`src/gcr_map.vh`:
```
// register map, field positions, reset values and timing counts of the global control bank
`ifndef GCR_MAP_VH
`define GCR_MAP_VH

// register indexes; byte address is four times the index
`define GCR_IDX_SNIFF      6'h05
`define GCR_IDX_MII        6'h06
`define GCR_IDX_STORM_LOW  6'h07
`define GCR_IDX_TEST_ONE   6'h08
`define GCR_IDX_TEST_TWO   6'h09
`define GCR_IDX_TEST_THREE 6'h0A
`define GCR_IDX_POWER_LED  6'h0B

// field positions
`define GCR_SNIFF_AND_BIT  0
`define GCR_MII_BP_BIT     7
`define GCR_MII_HALF_BIT   6
`define GCR_MII_FLOW_BIT   5
`define GCR_MII_10M_BIT    4
`define GCR_MII_NULLVID_BIT 3
`define GCR_PWR_SAVE_BIT   3
`define GCR_LED_MODE_BIT   1

// reset values
`define GCR_RST_SNIFF      8'h00
`define GCR_RST_STORM_HIGH 3'h0
`define GCR_RST_STORM_LOW  8'h4A
`define GCR_RST_TEST       8'h24
`define GCR_RST_ZERO       8'h00

// axi answers
`define GCR_RESP_OKAY      2'h0
`define GCR_RESP_SLVERR    2'h2

// timing
`define GCR_CLK_HZ         20000000
`define GCR_STORM_100_MS   50
`define GCR_STORM_10_MS    500
`define GCR_STORM_100_CYC  ((`GCR_STORM_100_MS * `GCR_CLK_HZ) / 1000)
`define GCR_STORM_10_TICKS (`GCR_STORM_10_MS / `GCR_STORM_100_MS)
`define GCR_PORTS          5

`endif

```
`src/gcr_sync.v`:
```
// two-flop synchroniser for a group of pin levels
module gcr_sync #(
	parameter W = 4
) (
	input  wire         aclk,   // core clock
	input  wire [W-1:0] d_in,   // asynchronous levels
	output wire [W-1:0] q_out   // synchronised levels
);

	genvar i;
	generate
		for (i = 0; i < W; i = i + 1) begin : g_bit
			reg meta_r;
			reg sync_r;
			// first flop feeds only the second
			always @(posedge aclk) begin
				meta_r <= d_in[i];
				sync_r <= meta_r;
			end
			assign q_out[i] = sync_r;
		end
	endgenerate

endmodule

```
`src/gcr_led_mux.v`:
```
// per-port LED meaning select, registered outputs
module gcr_led_mux #(
	parameter N = 5
) (
	input  wire         aclk,          // core clock
	input  wire         aresetn,       // sync reset, active low
	input  wire         ce,            // clock enable
	input  wire         led_mode,      // 0 or 1
	input  wire [N-1:0] link_up,       // port link
	input  wire [N-1:0] activity,      // port activity
	input  wire [N-1:0] full_duplex,   // port duplex
	input  wire [N-1:0] collision,     // port collision
	input  wire [N-1:0] speed_100,     // port speed
	output reg  [N-1:0] port_led_two,  // led 2
	output reg  [N-1:0] port_led_one,  // led 1
	output reg  [N-1:0] port_led_zero  // led 0
);

	genvar i;
	generate
		for (i = 0; i < N; i = i + 1) begin : g_port
			wire lnk_act;
			assign lnk_act = link_up[i] & ~activity[i];
			// mode 0: link/act, duplex/col, speed; mode 1: 100 lnk/act, 10 lnk/act, duplex
			always @(posedge aclk) begin
				if (!aresetn) begin
					port_led_two[i]  <= 1'b0;
					port_led_one[i]  <= 1'b0;
					port_led_zero[i] <= 1'b0;
				end else if (ce) begin
					if (led_mode) begin
						port_led_two[i]  <= lnk_act & speed_100[i];
						port_led_one[i]  <= lnk_act & ~speed_100[i];
						port_led_zero[i] <= full_duplex[i];
					end else begin
						port_led_two[i]  <= lnk_act;
						port_led_one[i]  <= full_duplex[i] | collision[i];
						port_led_zero[i] <= speed_100[i];
					end
				end
			end
		end
	endgenerate

endmodule

```
`src/gcr_regs.v`:
```
// global control register bank with axi4-lite slave, strap capture and storm limiter
`include "gcr_map.vh"
module gcr_regs #(
	parameter P_PERIOD_CYC = `GCR_STORM_100_CYC
) (
	input  wire        aclk,                    // core clock 20 MHz
	input  wire        aresetn,                 // sync reset, active low
	input  wire        ce,                      // clock enable, freezes state except the strap synchroniser flops
	// axi4-lite write address
	input  wire        s_axi_awvalid,           // address valid
	output wire        s_axi_awready,           // address ready
	input  wire [7:0]  s_axi_awaddr,            // byte address
	input  wire [2:0]  s_axi_awprot,            // unused
	// axi4-lite write data
	input  wire        s_axi_wvalid,            // data valid
	output wire        s_axi_wready,            // data ready
	input  wire [31:0] s_axi_wdata,             // data
	input  wire [3:0]  s_axi_wstrb,             // byte enables
	// axi4-lite write response
	output reg         s_axi_bvalid,            // response valid
	input  wire        s_axi_bready,            // response ready
	output reg  [1:0]  s_axi_bresp,             // response code
	// axi4-lite read address
	input  wire        s_axi_arvalid,           // address valid
	output wire        s_axi_arready,           // address ready
	input  wire [7:0]  s_axi_araddr,            // byte address
	input  wire [2:0]  s_axi_arprot,            // unused
	// axi4-lite read data
	output reg         s_axi_rvalid,            // data valid
	input  wire        s_axi_rready,            // data ready
	output reg  [31:0] s_axi_rdata,             // data
	output reg  [1:0]  s_axi_rresp,             // response code
	// strap pins
	input  wire        duplex_strap_pin,        // half duplex when high
	input  wire        flow_control_strap_pin,  // flow control when high
	input  wire        speed_strap_pin,         // 10M when high
	input  wire        led_mode_strap_pin,      // led mode 1 when high
	// sniff decision
	input  wire        sniff_src_match,         // source port monitored
	input  wire        sniff_dst_match,         // destination port monitored
	output wire        sniff_mirror,            // mirror this packet
	// switch mii settings
	output wire        mii_back_pressure,       // half-duplex back pressure on
	output wire        mii_half_duplex,         // half duplex
	output wire        mii_full_duplex,         // full duplex
	output wire        mii_flow_control,        // full-duplex pause on
	output wire        mii_speed_10,            // 10 Mb/s when high
	// null vid replacement
	input  wire        vid_valid,               // vid_in strobe
	input  wire [11:0] vid_in,                  // received vlan id
	input  wire [11:0] port_vid,                // ingress port vid
	output reg         vid_out_valid,           // vid_out strobe
	output reg  [11:0] vid_out,                 // resulting vlan id
	// broadcast storm limiter
	input  wire [4:0]  storm_enable,            // per-port protection on
	input  wire [4:0]  port_is_10m,             // per-port speed
	input  wire [4:0]  block_request,           // 64-byte block offered
	output wire [4:0]  block_accept,            // block allowed
	output wire [4:0]  storm_limited,           // port at its threshold
	// power and leds
	output wire        phy_power_save,          // phy power saving on
	input  wire [4:0]  link_up,                 // port link
	input  wire [4:0]  activity,                // port activity
	input  wire [4:0]  full_duplex,             // port duplex
	input  wire [4:0]  collision,               // port collision
	input  wire [4:0]  speed_100,               // port speed
	output wire [4:0]  port_led_two,            // led 2 per port
	output wire [4:0]  port_led_one,            // led 1 per port
	output wire [4:0]  port_led_zero            // led 0 per port
);

	// counts cut to the counter widths; the default period fits in 24 bits
	localparam integer PERIOD_INT  = P_PERIOD_CYC - 1;
	localparam integer TICKS_INT   = `GCR_STORM_10_TICKS - 1;
	localparam [23:0]  PERIOD_LAST = PERIOD_INT[23:0];
	localparam [3:0]   TICKS_LAST  = TICKS_INT[3:0];

	// register storage
	// one byte per register, control nine keeps its low nibble
	reg  [7:0]  sniff_r;
	reg  [7:0]  mii_r;
	reg  [7:0]  storm_low_r;
	reg  [7:0]  test_one_r;
	reg  [7:0]  test_two_r;
	reg  [7:0]  test_three_r;
	reg  [3:0]  power_led_r;
	reg         strap_pend_r;

	// write channel state
	// one address and one data beat held until the response
	reg         aw_have_r;
	reg         w_have_r;
	reg  [5:0]  aw_idx_r;
	reg  [7:0]  w_data_r;
	reg         w_lane_r;

	// decode and handshake nets
	wire [3:0]  strap_sync;
	wire        do_write;
	wire        w_hit;
	wire        ar_take;
	wire [5:0]  ar_idx;
	reg  [7:0]  rd_byte;
	reg         rd_hit;
	wire [10:0] storm_thr;

	// strap pins cross into the core clock
	// the capture below reads only the second flop
	gcr_sync #(
		.W (4)
	) u_sync (
		.aclk  (aclk),
		.d_in  ({duplex_strap_pin, flow_control_strap_pin, speed_strap_pin,
			led_mode_strap_pin}),
		.q_out (strap_sync)
	);

	// bus handshakes
	// readies drop while an item is held or a response waits
	assign s_axi_awready = ~aw_have_r & ~s_axi_bvalid;
	assign s_axi_wready  = ~w_have_r & ~s_axi_bvalid;
	assign s_axi_arready = ~s_axi_rvalid;
	assign do_write      = aw_have_r & w_have_r & ~s_axi_bvalid;
	assign ar_take       = s_axi_arvalid & s_axi_arready;
	assign ar_idx        = s_axi_araddr[7:2];

	// write address and data latches
	// address and data may be taken in either order or together
	always @(posedge aclk) begin
		if (!aresetn) begin
			aw_have_r <= 1'b0;
			w_have_r  <= 1'b0;
			aw_idx_r  <= 6'h00;
			w_data_r  <= 8'h00;
			w_lane_r  <= 1'b0;
		end else if (ce) begin
			if (s_axi_awvalid && s_axi_awready) begin
				aw_have_r <= 1'b1;
				aw_idx_r  <= s_axi_awaddr[7:2];
			end else if (do_write) begin
				aw_have_r <= 1'b0;
			end
			if (s_axi_wvalid && s_axi_wready) begin
				w_have_r <= 1'b1;
				w_data_r <= s_axi_wdata[7:0];
				w_lane_r <= s_axi_wstrb[0];
			end else if (do_write) begin
				w_have_r <= 1'b0;
			end
		end
	end

	// address decode for writes
	// indexes outside the bank answer slverr and write nothing
	assign w_hit = (aw_idx_r >= `GCR_IDX_SNIFF) && (aw_idx_r <= `GCR_IDX_POWER_LED);

	// write response
	// bresp stands with bvalid until the edge that sees bready
	always @(posedge aclk) begin
		if (!aresetn) begin
			s_axi_bvalid <= 1'b0;
			s_axi_bresp  <= `GCR_RESP_OKAY;
		end else if (ce) begin
			if (do_write) begin
				s_axi_bvalid <= 1'b1;
				s_axi_bresp  <= w_hit ? `GCR_RESP_OKAY : `GCR_RESP_SLVERR;
			end else if (s_axi_bready) begin
				s_axi_bvalid <= 1'b0;
			end
		end
	end

	// register file; strap levels load once after reset release
	// a write needs two edges, so it never meets the strap load
	always @(posedge aclk) begin
		if (!aresetn) begin
			sniff_r      <= `GCR_RST_SNIFF;
			mii_r        <= {5'h00, `GCR_RST_STORM_HIGH};
			storm_low_r  <= `GCR_RST_STORM_LOW;
			test_one_r   <= `GCR_RST_TEST;
			test_two_r   <= `GCR_RST_TEST;
			test_three_r <= `GCR_RST_TEST;
			power_led_r  <= 4'h0;
			strap_pend_r <= 1'b1;
		end else if (ce) begin
			if (strap_pend_r) begin
				strap_pend_r                  <= 1'b0;
				mii_r[`GCR_MII_HALF_BIT]      <= strap_sync[3];
				mii_r[`GCR_MII_FLOW_BIT]      <= strap_sync[2];
				mii_r[`GCR_MII_10M_BIT]       <= strap_sync[1];
				power_led_r[`GCR_LED_MODE_BIT] <= strap_sync[0];
			end else if (do_write && w_lane_r) begin
				case (aw_idx_r)
					`GCR_IDX_SNIFF:      sniff_r      <= w_data_r;
					`GCR_IDX_MII:        mii_r        <= w_data_r;
					`GCR_IDX_STORM_LOW:  storm_low_r  <= w_data_r;
					`GCR_IDX_TEST_ONE:   test_one_r   <= w_data_r;
					`GCR_IDX_TEST_TWO:   test_two_r   <= w_data_r;
					`GCR_IDX_TEST_THREE: test_three_r <= w_data_r;
					`GCR_IDX_POWER_LED:  power_led_r  <= w_data_r[3:0];
					default:             sniff_r      <= sniff_r;
				endcase
			end
		end
	end

	// read mux; upper nibble of control nine reads zero
	// unmapped indexes read zero
	always @* begin
		rd_hit  = 1'b1;
		rd_byte = 8'h00;
		case (ar_idx)
			`GCR_IDX_SNIFF:      rd_byte = sniff_r;
			`GCR_IDX_MII:        rd_byte = mii_r;
			`GCR_IDX_STORM_LOW:  rd_byte = storm_low_r;
			`GCR_IDX_TEST_ONE:   rd_byte = test_one_r;
			`GCR_IDX_TEST_TWO:   rd_byte = test_two_r;
			`GCR_IDX_TEST_THREE: rd_byte = test_three_r;
			`GCR_IDX_POWER_LED:  rd_byte = {4'h0, power_led_r};
			default:             rd_hit  = 1'b0;
		endcase
	end

	// read data channel
	// rdata stands with rvalid; arready is low meanwhile
	always @(posedge aclk) begin
		if (!aresetn) begin
			s_axi_rvalid <= 1'b0;
			s_axi_rdata  <= 32'h00000000;
			s_axi_rresp  <= `GCR_RESP_OKAY;
		end else if (ce) begin
			if (ar_take) begin
				s_axi_rvalid <= 1'b1;
				s_axi_rdata  <= {24'h000000, rd_byte};
				s_axi_rresp  <= rd_hit ? `GCR_RESP_OKAY : `GCR_RESP_SLVERR;
			end else if (s_axi_rready) begin
				s_axi_rvalid <= 1'b0;
			end
		end
	end

	// sniff match combine
	// and-mode needs both ports to match, or-mode either
	assign sniff_mirror = sniff_r[`GCR_SNIFF_AND_BIT] ?
		(sniff_src_match & sniff_dst_match) :
		(sniff_src_match | sniff_dst_match);

	// switch mii controls
	// pause only in full duplex, back pressure only in half
	assign mii_half_duplex   = mii_r[`GCR_MII_HALF_BIT];
	assign mii_full_duplex   = ~mii_r[`GCR_MII_HALF_BIT];
	assign mii_back_pressure = mii_r[`GCR_MII_BP_BIT] & mii_half_duplex;
	assign mii_flow_control  = mii_r[`GCR_MII_FLOW_BIT] & mii_full_duplex;
	assign mii_speed_10      = mii_r[`GCR_MII_10M_BIT];
	assign phy_power_save    = power_led_r[`GCR_PWR_SAVE_BIT];

	// null vid replacement, one cycle latency
	// a null id takes the port id only while replacement is on
	always @(posedge aclk) begin
		if (!aresetn) begin
			vid_out_valid <= 1'b0;
			vid_out       <= 12'h000;
		end else if (ce) begin
			vid_out_valid <= vid_valid;
			if (vid_valid) begin
				if (mii_r[`GCR_MII_NULLVID_BIT] && vid_in == 12'h000) begin
					vid_out <= port_vid;
				end else begin
					vid_out <= vid_in;
				end
			end
		end
	end

	// storm threshold and the 50 ms base tick
	// threshold counts 64-byte blocks; base period shared by all ports
	assign storm_thr = {mii_r[2:0], storm_low_r};

	// base period counter
	reg  [23:0] period_cnt_r;
	wire        base_tick;
	assign base_tick = (period_cnt_r == PERIOD_LAST);

	always @(posedge aclk) begin
		if (!aresetn) begin
			period_cnt_r <= 24'h000000;
		end else if (ce) begin
			period_cnt_r <= base_tick ? 24'h000000 : period_cnt_r + 24'h000001;
		end
	end

	// per-port block counters, slow ports span ten base ticks
	// counters saturate; a zero threshold stops every enabled port
	genvar p;
	generate
		for (p = 0; p < `GCR_PORTS; p = p + 1) begin : g_storm
			reg  [10:0] blocks_r;
			reg  [3:0]  ticks_r;
			wire        period_end;
			wire        full;
			assign full       = (blocks_r >= storm_thr);
			assign period_end = base_tick & (~port_is_10m[p] | (ticks_r == TICKS_LAST));
			assign storm_limited[p] = storm_enable[p] & full;
			assign block_accept[p]  = block_request[p] & ~storm_limited[p];
			always @(posedge aclk) begin
				if (!aresetn) begin
					blocks_r <= 11'h000;
					ticks_r  <= 4'h0;
				end else if (ce) begin
					if (base_tick) begin
						ticks_r <= period_end ? 4'h0 : ticks_r + 4'h1;
					end
					if (period_end) begin
						blocks_r <= 11'h000;
					end else if (block_accept[p] && blocks_r != 11'h7FF) begin
						blocks_r <= blocks_r + 11'h001;
					end
				end
			end
		end
	endgenerate

	// led meaning select
	// led mode bit loads from its strap, then software owns it
	gcr_led_mux #(
		.N (`GCR_PORTS)
	) u_led (
		.aclk          (aclk),
		.aresetn       (aresetn),
		.ce            (ce),
		.led_mode      (power_led_r[`GCR_LED_MODE_BIT]),
		.link_up       (link_up),
		.activity      (activity),
		.full_duplex   (full_duplex),
		.collision     (collision),
		.speed_100     (speed_100),
		.port_led_two  (port_led_two),
		.port_led_one  (port_led_one),
		.port_led_zero (port_led_zero)
	);

endmodule

```
`config.mk`:
```
export PLATFORM = sky130hd
export DESIGN_NAME = gcr_regs
export DESIGN_NICKNAME = d
export VERILOG_FILES = /design/src/gcr_sync.v /design/src/gcr_led_mux.v /design/src/gcr_regs.v
export VERILOG_INCLUDE_DIRS = /design/src
export SDC_FILE = /design/constraint.sdc
export NUM_CORES = 1
export LEC_CHECK = 0
export BUFFER_PORTS_ARGS = -buffer_cell sky130_fd_sc_hd__buf_4
export CAP_MARGIN = 20
export CORE_ASPECT_RATIO = 1.75
export CORE_MARGIN = 3
export CORE_UTILIZATION = 25
export DETAILED_ROUTE_END_ITERATION = 8
export GPL_TIMING_DRIVEN = 0
export PLACE_DENSITY = 0.5
export SLEW_MARGIN = 5
export SYNTH_ARGS = -nofsm -noshare
export SYNTH_HDL_FRONTEND = slang
export SYNTH_HIERARCHICAL = 1
export SYNTH_SLANG_ARGS = --single-unit
export TNS_END_PERCENT = 5
```
`constraint.sdc`:
```
create_clock -name aclk -period 3 [get_ports aclk]
set_input_delay 0.15 -clock aclk [delete_from_list [all_inputs] [get_ports aclk]]
set_output_delay 0.15 -clock aclk [all_outputs]
set_load 0.05 [all_outputs]
```
Word level (Yosys, flattened, before mapping)
Index checks and enable logic that the tools add are counted. Widths: inputs -> output; s select.

Magnitude comparators: 7. Equal/unequal tests: 25. $add $sub $neg: 11. Reduce and logical (&&, ||, !) cells: 48. Bitwise logic cells: 75. Muxes and demuxes: 50.

Operators with widths (count): $mux 11 (10); $pmux 8 s7 (1); $add 11x1->11 const B (5); $ge 11x11->1 (5); $ne 11x11->1 const B (5); $eq 6x4->1 const B (8); $and 1x1->1 (38); $eq 6x3->1 const B (6); $reduce_and 2->1 (15); $reduce_and 4->1 (7); $not 1->1 (26); $mux 1 (25); $add 24x1->24 const B (1); $eq 24x20->1 const B (1); $mux 24 (1); $reduce_bool 2->1 (12); $add 4x1->4 const B (5); $eq 4x4->1 const B (5); $mux 4 (5); $mux 7 (2); $logic_not 12->1 (1); $mux 12 (1); $or 1x1->1 (11); $logic_and 1x1->1 (10); 6 further kinds (10).

Flip-flop bits (word level): 219. Logic and storage cells: 272. Output and inout bits: 86.

Longest topological paths before layout
Depth in word-level cells: 7. Mapped depth: 10. Mapped depth without buffers: 9.

Hierarchy
The synthesis kept the hierarchy.

Modules (own cells, without submodules): gcr_regs (seq. area each 3883.7 µm², area each 10662.7 µm², instances 1, cells an instance 1260); gcr_led_mux (seq. area each 300.3 µm², area each 729.4 µm², instances 1, cells an instance 80); gcr_sync (seq. area each 160.2 µm², area each 190.2 µm², instances 1, cells an instance 12).

Worst setup path after synthesis
No wires, ideal clock.

Kind: reg2out. Start: register storm_low_r[5]. End: output port block_accept[1]. Cell stages (with the launch flop): 10. Path buffers: 1. Arrival time: 2811 ps. Data required time: 2850 ps. Setup slack: 39 ps. Cell sequence: dfxtp_1 -> inv_1 -> ha_1 -> a21o_1 -> a22o_1 -> a311oi_1 -> o21a_1 -> inv_1 -> clkbuf_1 -> nor2_1.

Longest elaborated chain between the ends: 4.

RTL lines: start: declaration (RTL line gcr_regs.v:82) `reg [7:0] storm_low_r;`; start signal: assignment (RTL line gcr_regs.v:179) `` storm_low_r <= `GCR_RST_STORM_LOW; ``; start signal: assignment (RTL line gcr_regs.v:196) `` `GCR_IDX_STORM_LOW: storm_low_r <= w_data_r; ``; $ge 11x11->1 (RTL line gcr_regs.v:301) `assign full = (blocks_r >= storm_thr);`; $and 1x1->1 (RTL line gcr_regs.v:303) `assign storm_limited[p] = storm_enable[p] & full;`; via storm_limited[1] (RTL line gcr_regs.v:59) `output wire [4:0] storm_limited,`; $not 1->1 (RTL line gcr_regs.v:304) `assign block_accept[p] = block_request[p] & ~storm_limited[p];`; $and 1x1->1 (RTL line gcr_regs.v:304); end: declaration (RTL line gcr_regs.v:58) `output wire [4:0] block_accept,`.

The timed path passes the listed nets, and every way through them passes these cells.

Worst setup path after layout
Start: register storm_low_r[6]. End: output port block_accept[1].

Longest elaborated chain between the ends: 4.

RTL lines (RTL line): $ge 11x11->1 (gcr_regs.v:301); $and 1x1->1 (gcr_regs.v:303); $not 1->1 (gcr_regs.v:304); $and 1x1->1 (gcr_regs.v:304).

Every way passes these cells.

==> impl_metrics.toml <==
[run_status]
status = "complete, but fails checks"
violations = "setup timing"

[critical_path]
crit_start = "storm_low_r[6]$_SDFFE_PN1P_"
critPathKind = "flop to output pin"
cp.arrival_ns = 2.86
cp-start-kind = "flop"
crit_fanout = 7
ff2ff_path_depth = 10
reg2reg_from = "storm_low_r[6]$_SDFFE_PN1P_"
r2r_setup_slack_ns = 0.10
crit_required_ns = 2.85
reg2reg_to = "g_storm[1].blocks_r[7]$_SDFFE_PN0P_"
worstSetupEndpointType = "output pin"

[cells_and_area]
synthToLayoutAreaGrowth_pct = 33.1
n_antenna_cell = 0
drive_gt1_share_pct = 18.1
final_nets = 1856
post-route-cell-area_um2 = 15400

[clocking]
cts_tree = "yes"
cts_made_buffers = 23
clk_latency_ns = 0.54
cts_root_buf = "clkbuf_16"
cts.clk_slew.worst_paths_ns = 0.06
clock_sinks = 217
clockBufferDepth = 3
htree_levels = 1

[floorplanning]
die_x_um = 169
rows = 103
pin_count = 223
core-area_um2 = 45500
start_util_pct = 25.5
dieHeight_um = 291
dieArea_um2 = 49100

[power]
p_seq_share_pct = 42.5
p_int_mw = 5.22
static-leakage-power_nw = 6.24
vdd_drop_max_mv = 0.374
total_power_mw = 7.05
switching_power_mw = 1.83
pwr_density_cell_nw_per_um2 = 457
pwr-share-comb_pct = 12.1
pwr-share-clk_pct = 45.4
swShare_pct = 26.0

[global_route]
grt_pass1_vias = 10900
antenna_found_initial = 0
overflow = 0
grt.total_usage_pct = 15.0
grt_start_max_net_pins = 15
grt_pass1_wl_um = 59600

[placement]
port_buffers = 159
place_area_um2 = 13600
preCtsSetupSlack_ns = 0.00899
place_congestion = 0.848
dpl.hpwl_um = 28600

[synth]
synth_seq_area_share_pct = 37.5
ys_warn_count = 6
synthTopCellsByArea = "dfxtp_1 38%, ha_1 7.7%, nand2_1 4.0%, mux2i_1 3.9%, nor2_1 3.3%"
synth_enable_flop_cells = 0
synth_top_area_cell = "dfxtp_1"
ys_types = 70
yosys.cell_count.top_type = "dfxtp_1"
ys.flop_type = "dfxtp_1"
synthesis.area_um2 = 11600
synthArstFlopShare_pct = 0
synth-seq-cells = 217
yosysTopAreaCellShare_pct = 37.5
syn_avg_cell_area_um2 = 8.57
synth_top_cells_by_count = "217 x dfxtp_1, 122 x nand2_1, 102 x nor2_1, 71 x a21oi_1, 71 x ha_1"
synthCells = 1352

[timing]
period_needed_ns = 3.01
hold_violations = 0
fin_ws_ns = -0.00813
finalSetupViolations = 1
rsz0062_at_grt = "true"
slew_headroom_pct = 31.2
max_freq_mhz = 332
slew_violations = 0
worst_pin_slew_ns = 1.03
post-route-period-util_pct = 100
skew_ns = 0.0118

[detailed_routing]
wl_um = 38100
via_per_inst = 4.88
drtIter0Drc = 418
ant_nets = 0
num_vias = 10900
drc = 0
dr.pass1.iters = 7
routedWlPerCell_um = 17.0

[flow_run]
cap_violations = 0

[hold_path]
worst_hold_path_type = "input port to flop"
min_to = "u_led/port_led_one[0]$_SDFFE_PN0P_"
hp-start = "link_up[0]"
hold_depth = 4
[how the worst max path moves through the flow]
stage,end,slack (ns)
after global routing,block_accept[1],-0.06
after CTS,block_accept[1],-0.12
after detailed placement,vid_out[9]$_SDFFE_PN0P_,0.009
final,block_accept[1],-0.008
after floorplan,block_accept[1],0.04
after global placement,g_storm[1].blocks_r[7]$_SDFFE_PN0P_,0.06
[layout by cell type, fill, tap and decap left out, drive strengths merged, types with 26 or more instances in the layout]
| cell | Yosys | layout |
|---|---|---|
| nor2b | 53 | 53 |
| mux2i | 45 | 45 |
| conb | 1 | 26 |
| a21oi | 72 | 72 |
| nand3 | 56 | 56 |
| nor2 | 102 | 102 |
| o21ai | 69 | 69 |
| nor3 | 28 | 28 |
| inv | 68 | 65 |
| a21boi | 37 | 37 |
| nand2b | 27 | 27 |
| buf | 41 | 219 |
| dfxtp | 217 | 217 |
| nand2 | 122 | 122 |
| ha | 71 | 71 |
| nand4 | 32 | 32 |
| clkbuf | 42 | 66 |
| dlygate4sd3 | 0 | 72 |
[registers in the layout, indices dropped and copies added, names as in the netlist, 6 cells and up]
register / cells
storm_low_r: 8
test_one_r: 8
w_data_r: 8
sniff_r: 8
vid_out: 12
test_three_r: 8
aw_idx_r: 6
period_cnt_r: 24
mii_r: 8
s_axi_rdata: 8
g_storm.blocks_r: 55
test_two_r: 8
g_storm.ticks_r: 20
[power groups by stage]
stage / Combinational, mW / Clock, mW / Sequential [mW]
floorplan: 0.384 / 0 / 3.14
global placement: 0.764 / 0 / 3.06
detailed placement: 0.770 / 0 / 3.06
CTS: 0.848 / 3.32 / 2.99
global route: 0.912 / 3.42 / 3.00
finish: 0.850 / 3.20 / 2.99
[cell type report]
type                            instances  area (µm²)
Timing Repair Buffer                  248        2060
Tap cell                              577         722
Clock buffer                           28         634
Buffer                                 81         468
Fill cell                            4739       30100
Sequential cell                       217        4350
Multi-Input combinational cell       1009        6710
Clock inverter                         13         199
Inverter                               68         270
[per-stage QoR]
step	hold slack, ns	instances	util [%]	TNS [ns]
5_1_grt	0.0344	2241	33.9	-0.127
3_3_place_gp	0.258	2113	29.9	0
4_1_cts	0.00228	2232	33.5	-0.211
6_report	0.0313	2241	33.9	-0.00813
2_1_floorplan	0.178	1377	-	0
3_5_place_dp	0.256	2114	29.9	0
[timing repair]
item,CTS,global route
cloned,0,0
endpoints found under the setup margin,10,11
hold buffers,72,0
gates resized for setup,23,24
setup buffers,6,10
hold endpoints to repair,49,0
pin swaps,3,4
[kinds of logic after synthesis]
group                      after synthesis  synth area share, %
AOI/OAI and AO/OA                      320                 19.1
buffers and inverters                  151                 6.06
other                                    1               0.0324
muxes                                   47                 4.08
adders and majority gates               71                 7.67
DFF                                    217                 37.5
xor gates and xnor gates                31                 2.34
and+or+nand+nor                        514                 23.2
[metal layers]
metal / up-vias / global-route usage [%] / wire (µm)
met5: - / 0 / 0
met4: 0 / 7.79 / 1890
met3: 86 / 1.80 / 1530
met2: 302 / 28.4 / 20100
met1: 5120 / 16.1 / 14600
li1: 5423 / - / -
[worst max-delay path: stages (launching register included)]
cell        delay, ns
dfxtp_1          0.38
clkinvlp_4       0.24
ha_4             0.31
and3_1           0.20
a22o_1           0.19
a311oi_2         0.31
o21a_2           0.22
clkinvlp_4       0.15
nor2_1           0.15
buf_6            0.17
Note: power is estimated with default switching activity, not from simulation.
